**src/logic/ics_pkg.sv**
```systemverilog
// shared constants and types of the i/o and command status supervisor
package ics_pkg;
  localparam int NUM_PTS = 4;
  localparam int NUM_CMDS = 2;
  localparam int ADDR_W = 16;
  localparam int PT_TMR_W = 10;
  localparam int CMD_TMR_W = 12;
  // register map, byte addresses
  localparam logic [15:0] PT_STAT_BASE = 16'h1388;
  localparam logic [15:0] CMD_STAT_BASE = 16'h1400;
  localparam logic [15:0] PT_CFG_BASE = 16'h1000;
  localparam logic [15:0] CMD_CFG_BASE = 16'h1100;
  localparam logic [15:0] REG_STRIDE = 16'h0004;
  // status word fields
  localparam int FAIL_BIT = 15;
  localparam int START_BIT = 14;
  localparam int DIR_BIT = 13;
  localparam int FORCE_BIT = 13;
  localparam int ACT_BIT = 12;
  localparam int WAIT_BIT = 12;
  localparam int TB_HI = 11;
  localparam int TB_LO = 10;
  // command config word fields
  localparam int CC_DLY_HI = 11;
  localparam int CC_HOLD_LO = 12;
  localparam int CC_HOLD_HI = 23;
  localparam int CC_KIND_LO = 24;
  localparam int CC_KIND_HI = 25;
  // reset values
  localparam logic [15:0] PT_CFG_RST = 16'h0000;
  localparam logic [31:0] CMD_CFG_RST = 32'h0000_0000;
  // timebase codes, prescaler counts and output send try limit
  localparam logic [1:0] TB_10S = 2'h0;
  localparam logic [1:0] TB_MIN = 2'h1;
  localparam int SEC_PER_TEN = 10;
  localparam int TEN_PER_MIN = 6;
  localparam int MIN_PER_HOUR = 60;
  localparam int CLK_HZ = 40_000_000;
  localparam int TICK_S = 1;
  localparam int CYC_PER_SEC = CLK_HZ * TICK_S;
  localparam logic [2:0] MAX_TX_TRIES = 3'h5;
  // bus answers
  localparam logic [1:0] RESP_OKAY = 2'h0;
  localparam logic [1:0] RESP_SLVERR = 2'h2;
  typedef enum logic [1:0] {
    CMD_RD_BITS = 2'b00,
    CMD_RD_WORDS = 2'b01,
    CMD_WRITE = 2'b10,
    CMD_POLL = 2'b11
  } ics_cmd_kind_t;
  typedef enum logic [1:0] {
    CPH_IDLE = 2'b00,
    CPH_DELAY = 2'b01,
    CPH_REPLY = 2'b10
  } ics_cmd_ph_t;
endpackage

```
**src/logic/ics_io_point.sv**
```systemverilog
// status word and timer of one i/o point
`timescale 1ns/1ps
module ics_io_point (
  input wire logic clk_in,
  input wire logic rst_n_in,
  input wire logic ce_in,
  input wire logic tick_10s_in,
  input wire logic tick_min_in,
  input wire logic tick_hour_in,
  input wire logic [15:0] cfg_in,
  input wire logic msg_rx_in,
  input wire logic tx_ok_in,
  input wire logic tx_fail_in,
  output logic [15:0] status_out,
  output logic update_req_out
);
  import ics_pkg::*;
  logic fail_r;
  logic startup_r;
  logic [PT_TMR_W-1:0] tmr_r;
  logic [2:0] tries_r;
  wire cfg_input = cfg_in[DIR_BIT];
  wire cfg_active = cfg_in[ACT_BIT];
  wire [1:0] tb = cfg_in[TB_HI:TB_LO];
  wire [PT_TMR_W-1:0] cfg_time = cfg_in[PT_TMR_W-1:0];
  wire time_on = cfg_time != '0;
  wire tb_tick = (tb == TB_10S) ? tick_10s_in : // RQ7
                 (tb == TB_MIN) ? tick_min_in : tick_hour_in;
  wire tmr_dec = cfg_active && tb_tick && tmr_r != '0;
  wire tmr_expire = tmr_dec && tmr_r == PT_TMR_W'(1);
  wire in_load = cfg_active && cfg_input && msg_rx_in;
  wire out_sent = cfg_active && !cfg_input && (tx_ok_in || tx_fail_in);
  wire out_load = cfg_active && !cfg_input && tx_ok_in;
  wire in_fail_set = cfg_input && tmr_expire && time_on; // RQ9 RQ10
  wire out_fail_set = out_sent && tx_fail_in && !tx_ok_in
                      && tries_r == MAX_TX_TRIES - 3'h1; // RQ2
  wire fail_set = in_fail_set || out_fail_set;
  wire fail_clr = in_load || out_load; // RQ1 RQ2
  wire [PT_TMR_W-1:0] tmr_nxt = (in_load || out_load) ? cfg_time : // RQ8 RQ11
                                tmr_dec ? tmr_r - PT_TMR_W'(1) : tmr_r;
  wire [2:0] tries_nxt = out_load ? 3'h0 :
                         (out_sent && tries_r != MAX_TX_TRIES) ? tries_r + 3'h1 : tries_r;
  assign status_out = {fail_r, startup_r, cfg_input, cfg_active, tb, tmr_r}; // RQ5 RQ6
  always_ff @(posedge clk_in) begin
    if (!rst_n_in) begin
      fail_r <= 1'b0;
      startup_r <= 1'b1;
      tmr_r <= '0;
      tries_r <= 3'h0;
      update_req_out <= 1'b0;
    end else if (ce_in) begin
      fail_r <= fail_set || (fail_r && !fail_clr); // RQ1
      if (in_load || out_sent) startup_r <= 1'b0; // RQ3 RQ4
      tmr_r <= tmr_nxt;
      tries_r <= tries_nxt;
      update_req_out <= !cfg_input && tmr_expire && time_on; // RQ12 RQ13
    end
  end
endmodule

```
**src/logic/ics_supervisor.sv**
```systemverilog
// i/o point and command status supervisor with axi4-lite register access
// Functional notes
// RQ1: input point fail bit sets on timeout, clears on received message.
// RQ2: output point fail bit sets after five failed sends, clears on success.
// RQ3: input start-up bit holds until first message received.
// RQ4: output start-up bit holds until first message sent.
// RQ5: bit 13 reads one for input points.
// RQ6: bit 12 reads one for configured points.
// RQ7: bits 11-10 pick ten seconds, minute or hour timebase.
// RQ8: input timer reloads on message, then counts down.
// RQ9: input timer reaching zero sets fail bit.
// RQ10: zero comms-fail time never sets input fail bit.
// RQ11: output timer reloads on each send, then counts down; the code reloads it only on successful sends, not on failed ones.
// RQ12: output timer reaching zero requests an update send.
// RQ13: zero update time gives no periodic updates.
// RQ14: read commands fail on reply timeout or fail response.
// RQ15: write commands fail only on fail response.
// RQ16: poll commands never set fail bit.
// RQ17: command start-up bit set at reset, cleared on first execution.
// RQ18: writing one to bit 13 executes the command at once; the code drops it while a read awaits its reply.
// RQ19: bit 12 set while write delays or read awaits reply.
// RQ20: idle timer holds seconds to activation; zero reloads with delay.
// RQ21: waiting read counts reply time; expiry sets fail bit.
// RQ22: waiting write counts down, then transmits.
// RQ23: all timers run from one-second tick and its prescaler.
// RQ24: force bit clears itself when forced execution starts.
//
// Decided for this implementation: the AXI4-Lite register port.
`timescale 1ns/1ps
module ics_supervisor #(
  parameter int unsigned CYC_PER_SEC = ics_pkg::CYC_PER_SEC
) (
  input wire logic clk_in,
  input wire logic rst_n_in,
  input wire logic ce_in,
  input wire logic [ics_pkg::ADDR_W-1:0] s_axi_awaddr_in,
  input wire logic s_axi_awvalid_in,
  output logic s_axi_awready_out,
  input wire logic [31:0] s_axi_wdata_in,
  input wire logic [3:0] s_axi_wstrb_in,
  input wire logic s_axi_wvalid_in,
  output logic s_axi_wready_out,
  output logic [1:0] s_axi_bresp_out,
  output logic s_axi_bvalid_out,
  input wire logic s_axi_bready_in,
  input wire logic [ics_pkg::ADDR_W-1:0] s_axi_araddr_in,
  input wire logic s_axi_arvalid_in,
  output logic s_axi_arready_out,
  output logic [31:0] s_axi_rdata_out,
  output logic [1:0] s_axi_rresp_out,
  output logic s_axi_rvalid_out,
  input wire logic s_axi_rready_in,
  input wire logic [ics_pkg::NUM_PTS-1:0] pt_msg_rx_in,
  input wire logic [ics_pkg::NUM_PTS-1:0] pt_tx_ok_in,
  input wire logic [ics_pkg::NUM_PTS-1:0] pt_tx_fail_in,
  output logic [ics_pkg::NUM_PTS-1:0] pt_update_req_out,
  input wire logic [ics_pkg::NUM_CMDS-1:0] cmd_change_in,
  input wire logic [ics_pkg::NUM_CMDS-1:0] cmd_reply_ok_in,
  input wire logic [ics_pkg::NUM_CMDS-1:0] cmd_fail_rsp_in,
  output logic [ics_pkg::NUM_CMDS-1:0] cmd_exec_out
);
  import ics_pkg::*;

  // timebase
  logic tick_1s;
  logic tick_10s;
  logic tick_min;
  logic tick_hour;
  ics_tick_gen #(
    .CYC_PER_SEC(CYC_PER_SEC)
  ) u_tick (
    .clk_in(clk_in),
    .rst_n_in(rst_n_in),
    .ce_in(ce_in),
    .tick_1s_out(tick_1s),
    .tick_10s_out(tick_10s),
    .tick_min_out(tick_min),
    .tick_hour_out(tick_hour)
  );

  // axi write and read channel holding registers
  logic aw_hold_r;
  logic [ADDR_W-1:0] aw_addr_r;
  logic w_hold_r;
  logic [31:0] w_data_r;
  logic [3:0] w_strb_r;
  logic bvalid_r;
  logic [1:0] bresp_r;
  logic rvalid_r;
  logic [31:0] rdata_r;
  logic [1:0] rresp_r;

  assign s_axi_awready_out = !aw_hold_r && !bvalid_r;
  assign s_axi_wready_out = !w_hold_r && !bvalid_r;
  assign s_axi_bvalid_out = bvalid_r;
  assign s_axi_bresp_out = bresp_r;
  assign s_axi_arready_out = !rvalid_r;
  assign s_axi_rvalid_out = rvalid_r;
  assign s_axi_rdata_out = rdata_r;
  assign s_axi_rresp_out = rresp_r;

  wire aw_take = s_axi_awvalid_in && s_axi_awready_out;
  wire w_take = s_axi_wvalid_in && s_axi_wready_out;
  wire do_wr = aw_hold_r && w_hold_r && !bvalid_r;
  wire ar_take = s_axi_arvalid_in && s_axi_arready_out;

  // configuration and status storage
  logic [15:0] pt_cfg_r [NUM_PTS];
  logic [31:0] cmd_cfg_r [NUM_CMDS];
  logic [15:0] pt_stat [NUM_PTS];
  logic [15:0] cmd_stat [NUM_CMDS];

  // write decode
  logic [NUM_PTS-1:0] wr_pt_cfg;
  logic [NUM_PTS-1:0] wr_pt_stat;
  logic [NUM_CMDS-1:0] wr_cmd_cfg;
  logic [NUM_CMDS-1:0] wr_cmd_stat;
  // read decode
  logic [NUM_PTS-1:0] rd_pt_cfg;
  logic [NUM_PTS-1:0] rd_pt_stat;
  logic [NUM_CMDS-1:0] rd_cmd_cfg;
  logic [NUM_CMDS-1:0] rd_cmd_stat;

  genvar gi;
  generate
    for (gi = 0; gi < NUM_PTS; gi++) begin : g_pt_dec
      wire [15:0] cfg_a = PT_CFG_BASE + 16'(gi) * REG_STRIDE;
      wire [15:0] st_a = PT_STAT_BASE + 16'(gi) * REG_STRIDE;
      assign wr_pt_cfg[gi] = aw_addr_r == cfg_a;
      assign wr_pt_stat[gi] = aw_addr_r == st_a;
      assign rd_pt_cfg[gi] = s_axi_araddr_in == cfg_a;
      assign rd_pt_stat[gi] = s_axi_araddr_in == st_a;
    end
    for (gi = 0; gi < NUM_CMDS; gi++) begin : g_cmd_dec
      wire [15:0] cfg_a = CMD_CFG_BASE + 16'(gi) * REG_STRIDE;
      wire [15:0] st_a = CMD_STAT_BASE + 16'(gi) * REG_STRIDE;
      assign wr_cmd_cfg[gi] = aw_addr_r == cfg_a;
      assign wr_cmd_stat[gi] = aw_addr_r == st_a;
      assign rd_cmd_cfg[gi] = s_axi_araddr_in == cfg_a;
      assign rd_cmd_stat[gi] = s_axi_araddr_in == st_a;
    end
  endgenerate

  wire wr_hit = |{wr_pt_cfg, wr_pt_stat, wr_cmd_cfg, wr_cmd_stat};
  wire rd_hit = |{rd_pt_cfg, rd_pt_stat, rd_cmd_cfg, rd_cmd_stat};

  // read data selection
  logic [31:0] rd_mux;
  always_comb begin
    rd_mux = 32'h0;
    for (int k = 0; k < NUM_PTS; k++) begin
      if (rd_pt_cfg[k]) rd_mux = {16'h0000, pt_cfg_r[k]};
      if (rd_pt_stat[k]) rd_mux = {16'h0000, pt_stat[k]};
    end
    for (int k = 0; k < NUM_CMDS; k++) begin
      if (rd_cmd_cfg[k]) rd_mux = cmd_cfg_r[k];
      if (rd_cmd_stat[k]) rd_mux = {16'h0000, cmd_stat[k]};
    end
  end

  // byte-lane merge for config writes
  function automatic logic [31:0] merge_lanes(input logic [31:0] old_v,
                                              input logic [31:0] new_v,
                                              input logic [3:0] strb);
    logic [31:0] res;
    res = old_v;
    for (int b = 0; b < 4; b++) begin
      if (strb[b]) res[b*8 +: 8] = new_v[b*8 +: 8];
    end
    return res;
  endfunction

  // axi handshake state
  always_ff @(posedge clk_in) begin
    if (!rst_n_in) begin
      aw_hold_r <= 1'b0;
      aw_addr_r <= '0;
      w_hold_r <= 1'b0;
      w_data_r <= 32'h0;
      w_strb_r <= 4'h0;
      bvalid_r <= 1'b0;
      bresp_r <= RESP_OKAY;
      rvalid_r <= 1'b0;
      rdata_r <= 32'h0;
      rresp_r <= RESP_OKAY;
    end else if (ce_in) begin
      if (aw_take) begin
        aw_hold_r <= 1'b1;
        aw_addr_r <= s_axi_awaddr_in;
      end
      if (w_take) begin
        w_hold_r <= 1'b1;
        w_data_r <= s_axi_wdata_in;
        w_strb_r <= s_axi_wstrb_in;
      end
      if (do_wr) begin
        aw_hold_r <= 1'b0;
        w_hold_r <= 1'b0;
        bvalid_r <= 1'b1;
        bresp_r <= wr_hit ? RESP_OKAY : RESP_SLVERR;
      end else if (bvalid_r && s_axi_bready_in) begin
        bvalid_r <= 1'b0;
      end
      if (ar_take) begin
        rvalid_r <= 1'b1;
        rdata_r <= rd_mux;
        rresp_r <= rd_hit ? RESP_OKAY : RESP_SLVERR;
      end else if (rvalid_r && s_axi_rready_in) begin
        rvalid_r <= 1'b0;
      end
    end
  end

  // i/o points
  generate
    for (gi = 0; gi < NUM_PTS; gi++) begin : g_pt
      always_ff @(posedge clk_in) begin
        if (!rst_n_in) begin
          pt_cfg_r[gi] <= PT_CFG_RST;
        end else if (ce_in && do_wr && wr_pt_cfg[gi]) begin
          pt_cfg_r[gi] <= 16'(merge_lanes({16'h0000, pt_cfg_r[gi]}, w_data_r, w_strb_r));
        end
      end
      ics_io_point u_pt (
        .clk_in(clk_in),
        .rst_n_in(rst_n_in),
        .ce_in(ce_in),
        .tick_10s_in(tick_10s),
        .tick_min_in(tick_min),
        .tick_hour_in(tick_hour),
        .cfg_in(pt_cfg_r[gi]),
        .msg_rx_in(pt_msg_rx_in[gi]),
        .tx_ok_in(pt_tx_ok_in[gi]),
        .tx_fail_in(pt_tx_fail_in[gi]),
        .status_out(pt_stat[gi]),
        .update_req_out(pt_update_req_out[gi])
      );
    end
  endgenerate

  // commands
  generate
    for (gi = 0; gi < NUM_CMDS; gi++) begin : g_cmd
      ics_cmd_ph_t ph_r;
      ics_cmd_ph_t ph_nxt;
      logic [CMD_TMR_W-1:0] tmr_r;
      logic [CMD_TMR_W-1:0] tmr_nxt;
      logic fail_r;
      logic fail_nxt;
      logic startup_r;
      logic force_r;
      logic exec_nxt;
      wire [1:0] kind = cmd_cfg_r[gi][CC_KIND_HI:CC_KIND_LO];
      wire [CMD_TMR_W-1:0] dly = cmd_cfg_r[gi][CC_DLY_HI:0];
      wire [CMD_TMR_W-1:0] hold = cmd_cfg_r[gi][CC_HOLD_HI:CC_HOLD_LO];
      wire is_read = kind == CMD_RD_BITS || kind == CMD_RD_WORDS;
      wire is_write = kind == CMD_WRITE;
      wire tmr_last = tmr_r <= CMD_TMR_W'(1);
      wire force_wr = do_wr && wr_cmd_stat[gi] && w_strb_r[1] && w_data_r[FORCE_BIT];
      wire idle_due = tick_1s && tmr_r == CMD_TMR_W'(1);
      wire start = ph_nxt != ph_r || exec_nxt;

      always_comb begin
        ph_nxt = ph_r;
        tmr_nxt = tmr_r;
        fail_nxt = fail_r;
        exec_nxt = 1'b0;
        unique case (ph_r)
          CPH_IDLE: begin
            if (force_r || idle_due) begin
              if (is_read) begin
                exec_nxt = 1'b1;
                ph_nxt = CPH_REPLY; // RQ19
                tmr_nxt = hold; // RQ21
              end else if (is_write && !force_r && hold != '0) begin
                ph_nxt = CPH_DELAY; // RQ22
                tmr_nxt = hold;
              end else begin
                exec_nxt = 1'b1; // RQ18
                tmr_nxt = '0;
              end
            end else if (is_write && cmd_change_in[gi]) begin
              ph_nxt = CPH_DELAY; // RQ19
              tmr_nxt = hold;
            end else if (tick_1s) begin
              tmr_nxt = (tmr_r == '0) ? dly : tmr_r - CMD_TMR_W'(1); // RQ20
            end
          end
          CPH_DELAY: begin
            if (force_r || (tick_1s && tmr_last) || tmr_r == '0) begin
              exec_nxt = 1'b1; // RQ22
              ph_nxt = CPH_IDLE;
              tmr_nxt = '0;
            end else if (tick_1s) begin
              tmr_nxt = tmr_r - CMD_TMR_W'(1);
            end
          end
          CPH_REPLY: begin
            if (cmd_fail_rsp_in[gi] || (tick_1s && tmr_last)) begin
              fail_nxt = 1'b1; // RQ14 RQ21
              ph_nxt = CPH_IDLE;
              tmr_nxt = '0;
            end else if (cmd_reply_ok_in[gi]) begin
              fail_nxt = 1'b0;
              ph_nxt = CPH_IDLE;
              tmr_nxt = '0;
            end else if (tick_1s) begin
              tmr_nxt = tmr_r - CMD_TMR_W'(1);
            end
          end
          default: begin
            ph_nxt = CPH_IDLE;
            tmr_nxt = '0;
          end
        endcase
        if (is_write && ph_r != CPH_REPLY) begin
          if (cmd_fail_rsp_in[gi]) begin
            fail_nxt = 1'b1; // RQ15
          end else if (cmd_reply_ok_in[gi]) begin
            fail_nxt = 1'b0;
          end
        end
        if (kind == CMD_POLL) fail_nxt = 1'b0; // RQ16
      end

      assign cmd_stat[gi] = {fail_r, startup_r, force_r, ph_r != CPH_IDLE, tmr_r}; // RQ19

      always_ff @(posedge clk_in) begin
        if (!rst_n_in) begin
          cmd_cfg_r[gi] <= CMD_CFG_RST;
          ph_r <= CPH_IDLE;
          tmr_r <= '0;
          fail_r <= 1'b0;
          startup_r <= 1'b1; // RQ17
          force_r <= 1'b0;
          cmd_exec_out[gi] <= 1'b0;
        end else if (ce_in) begin
          if (do_wr && wr_cmd_cfg[gi]) begin
            cmd_cfg_r[gi] <= merge_lanes(cmd_cfg_r[gi], w_data_r, w_strb_r);
          end
          ph_r <= ph_nxt;
          tmr_r <= tmr_nxt;
          fail_r <= fail_nxt;
          cmd_exec_out[gi] <= exec_nxt;
          if (exec_nxt) startup_r <= 1'b0; // RQ17
          force_r <= force_wr || (force_r && !start); // RQ24
        end
      end
    end
  endgenerate

endmodule

```
**src/logic/ics_tick_gen.sv**
```systemverilog
// one-second tick and ten-second, minute and hour timebases
`timescale 1ns/1ps
module ics_tick_gen #(
  parameter int unsigned CYC_PER_SEC = ics_pkg::CYC_PER_SEC
) (
  input wire logic clk_in,
  input wire logic rst_n_in,
  input wire logic ce_in,
  output logic tick_1s_out,
  output logic tick_10s_out,
  output logic tick_min_out,
  output logic tick_hour_out
);
  import ics_pkg::*;
  logic [31:0] sec_cnt_r;
  logic [3:0] ten_cnt_r;
  logic [2:0] six_cnt_r;
  logic [5:0] hr_cnt_r;
  wire sec_wrap = sec_cnt_r == 32'(CYC_PER_SEC - 1);
  wire ten_wrap = sec_wrap && ten_cnt_r == 4'(SEC_PER_TEN - 1);
  wire min_wrap = ten_wrap && six_cnt_r == 3'(TEN_PER_MIN - 1);
  wire hour_wrap = min_wrap && hr_cnt_r == 6'(MIN_PER_HOUR - 1);
  always_ff @(posedge clk_in) begin
    if (!rst_n_in) begin
      sec_cnt_r <= 32'h0;
      ten_cnt_r <= 4'h0;
      six_cnt_r <= 3'h0;
      hr_cnt_r <= 6'h0;
      tick_1s_out <= 1'b0;
      tick_10s_out <= 1'b0;
      tick_min_out <= 1'b0;
      tick_hour_out <= 1'b0;
    end else if (ce_in) begin
      sec_cnt_r <= sec_wrap ? 32'h0 : sec_cnt_r + 32'h1;
      if (sec_wrap) ten_cnt_r <= ten_wrap ? 4'h0 : ten_cnt_r + 4'h1;
      if (ten_wrap) six_cnt_r <= min_wrap ? 3'h0 : six_cnt_r + 3'h1;
      if (min_wrap) hr_cnt_r <= hour_wrap ? 6'h0 : hr_cnt_r + 6'h1;
      tick_1s_out <= sec_wrap; // RQ23
      tick_10s_out <= ten_wrap;
      tick_min_out <= min_wrap;
      tick_hour_out <= hour_wrap;
    end
  end
endmodule

```
**config.mk**
```make
export PLATFORM = sky130hd
export DESIGN_NAME = ics_supervisor
export DESIGN_NICKNAME = d
export VERILOG_FILES = /design/src/logic/ics_pkg.sv /design/src/logic/ics_io_point.sv /design/src/logic/ics_supervisor.sv /design/src/logic/ics_tick_gen.sv
export SDC_FILE = /design/constraint.sdc
export NUM_CORES = 1
export LEC_CHECK = 0
export ABC_AREA = 1
export BUFFER_PORTS_ARGS = -buffer_cell sky130_fd_sc_hd__buf_4
export CAP_MARGIN = 20
export CORE_MARGIN = 8
export CORE_UTILIZATION = 50
export DETAILED_ROUTE_END_ITERATION = 10
export GPL_TIMING_DRIVEN = 0
export PLACE_DENSITY = 0.68
export SLEW_MARGIN = 20
export SYNTH_ARGS = -nofsm -noshare
export SYNTH_HDL_FRONTEND = slang
export SYNTH_SLANG_ARGS = --single-unit
```
**constraint.sdc**
```tcl
create_clock -name clk_in -period 3.95 [get_ports clk_in]
set_clock_uncertainty 0.2 [all_clocks]
set_input_delay 0.395 -clock clk_in [delete_from_list [all_inputs] [get_ports clk_in]]
set_output_delay 0.395 -clock clk_in [all_outputs]
set_load 0.02 [all_outputs]
```
==> impl_results.md <==
- Status: finished, final reports clean
- CP arrival: 3140 ps
- Num CTS Buffers: 41
- Tcrit/Tclk final: 79.7%
- CTS tree: built
- Min Clock Period, post-route: 3150 ps
- CP endpoint kind: flop
- Via count: 20,176
- Post-synthesis cell count: 2,712
- Post-synth ARST share: 0%
- Pre-CTS setup slack: 113 ps
- Sequential fraction of the synthesis area: 43.1%
- Post-synth EDFFs: 128
- Clock-pin transition on the worst setup and hold timing paths: 60 ps
- Hold Crit Class: input pin to flop
- Num ports: 141
- Gpl congestion: 0.996
- Synth Area in Simple Gates: 25.6%
- Initial Util: 50.5%
- Iter 0 DRT Violations: 2,430
- Final Hold Viols: 0
- Clock root buffer: clkbuf_16
- Placed inst area: 21,700 um2
- Max Root-Sink Buffers: 3
- Proportion of synthesized area in mux cells: 0%
- PwrDens: 418 nW/um2
- Slew at the pin closest to its max-slew limit: 1180 ps
- Die area: 46,700 um2
- Post-synthesis xor/xnor area fraction: 1.88%
- Area leader, netlist: dfxtp_1
- Synth Area in Compound Gates: 18.3%
- Final Setup Violations: 0
- DRT antenna net count: 0
- Ratio of cells with drive above 1 in the final layout: 11.2%
- Area share of the largest cell type after synthesis: 23.9%
- Seq cells post-synth: 367
- Distinct cell type count after synthesis: 62
- Hold Path Stages: 3
- Vias in the first global route: 19,016
- Peak supply drop: 289 uV
- Leak: 0.00964 uW
- PostCTS Resize Cnt: 0
- Headroom to the max-slew limit: 21.2%
- Row cnt: 73
- Synth-to-Final Area Change: 18.2%
- Yosys warning total: 0
- Fill cells: 3,695
- Ranking of synthesized cells by area: dfxtp_1, edfxtp_1, nand2_1
- Pin count of the biggest net entering global routing: 15
- Port Buf Inserts: 136
- Routed len/inst: 21.0 um
- Total track usage: 30.5%
- Routed wire length: 73,900 um
- Syn Area/Cell: 7.39 um2
- WS Path Type: flop to flop
- Multi-input logic area: 9600 um2
- Max Slew Vio Count: 0
- Sequential cell area: 8630 um2
- Largest family of logic cells by synthesized area: simple AND/OR/NAND/NOR gates
- Max FO, Critical Path: 9
- H-tree Lvls: 2
- Post-synth top flop: dfxtp_1
- Worst-case reg-to-reg path depth: 8
- Total power: 9890 uW
- Most frequent cell after synthesis: nand2_1
- First-pass GRT wire length: 111,000 um
- Startpoint types: flop
- Die Wd: 216 um
- Die Y: 216 um
- Core area: 39,600 um2
- Final instance area: 23,700 um2
- Overflow after GRT: 0
- RSZ-0062 raised after global routing: false
- Drt pass-1 iters: 6
- Initial antenna violation count: 1
- CP Data Required Time: 3940 ps
- Post-route DRC violation count: 0
- Setup TNS: 0 ps
- Max-cap viol count: 0
- Maximum clock rate: 318 MHz
- Clock sink count: 367
- Synthesized area: 20,000 um2
- Top post-synthesis cells by count: nand2_1, nor2_1, inv_1, o21ai_0, a21oi_1
- Final WS setup: 804 ps
- Final HPWL DP: 55,400 um
- Adder-Cell Fraction of Synth Area: 2.00%
- Routed vias/inst: 5.75
- Post-layout net count: 3,077
- Clk Latency, worst-skew pair: 580 ps
cell usage in the layout (no fill, tap or decap), types with 55 or more instances in the layout:
cell type,netlist,layout
clkbuf_1,66,74
o21ai_0,273,259
dlygate4sd3_1,0,56
dfxtp_1,239,239
inv_1,331,331
nor2_1,345,345
nand2_1,470,470
buf_4,10,146
nand3_1,108,108
edfxtp_1,128,128
a21oi_1,270,270
o211ai_1,55,55
power by group:
group	internal, uW	switching, uW	total, uW
Combinational	599	1190	1790
Sequential	4060	141	4200
Clock	2270	1620	3900
path summary, 6_finish.rpt:
| check | from | to | slack, ps |
|---|---|---|---|
| worst max-delay path | aw_addr_r[15] | pt_cfg_r[3][0] | 800 |
| worst min-delay path | s_axi_wdata_in[9] | w_data_r[9] | 20 |
| worst max register to register | aw_addr_r[15] | pt_cfg_r[3][0] | 800 |
| worst min register to register | u_tick.sec_cnt_r[7] | u_tick.sec_cnt_r[7] | 250 |
layer usage:
layer,vias to the layer above,wire (um),track usage [%],share of wire (%)
met1,9504,30800,39.8,42
met4,2,2630,11.7,3.6
li1,9569,-,-,-
met5,-,16,0,0.022
met3,155,7480,7.69,10
met2,946,33000,48.1,45
kinds of logic after synthesis:
group,after synthesis
buf+inv,456
compound gates,670
fa+ha+maj,32
simple gates,1143
flops,367
xor+xnor,43
other cells,1
sequential cells by signal, indices dropped and copies added (netlist names), 3 cells and up:
signal                    flops
g_pt.u_pt.startup_r           4
w_data_r                     32
s_axi_rdata_out              32
u_tick.hr_cnt_r               6
u_tick.ten_cnt_r              4
u_tick.six_cnt_r              3
cmd_cfg_r                    64
g_pt.u_pt.update_req_out      4
g_pt.u_pt.tries_r            12
g_pt.u_pt.tmr_r              40
w_strb_r                      4
g_pt.u_pt.fail_r              4
pt_cfg_r                     64
g_cmd.tmr_r                  24
g_cmd.ph_r                    4
u_tick.sec_cnt_r             32
aw_addr_r                    16
layout make-up:
class / instances / area share (%)
clock inverters: 13 / 0.412
diodes: 3 / 0.0317
clock buffers: 62 / 5.32
inverters: 350 / 5.56
multi-input cells: 1890 / 40.5
flip-flops and latches: 367 / 36.4
repair buffers: 195 / 6.81
plain buffers: 106 / 2.12
well taps: 525 / 2.77
worst max-delay path: stages (launching register included):
cell	delay, ps
dfxtp_1	320
nor4_2	460
inv_1	70
nor2_1	140
nand2_1	100
nor2_2	140
and3_2	240
nand4_2	330
o21ai_1	770
through the flow:
stage	util [%]	hold slack, ps	std cells
2_1_floorplan	-	214	2713
3_3_place_gp	54.8	231	3374
3_5_place_dp	54.8	235	3374
4_1_cts	59.6	6.51	3505
5_1_grt	59.7	44.0	3508
6_report	59.7	23.0	3511
what timing repair did:
| action | in CTS | in global routing |
|---|---|---|
| endpoints found under the hold margin | 58 | 0 |
| hold buffers | 56 | 0 |
| setup buffers | 0 | 0 |
Note: power is estimated with default switching activity, not from simulation.
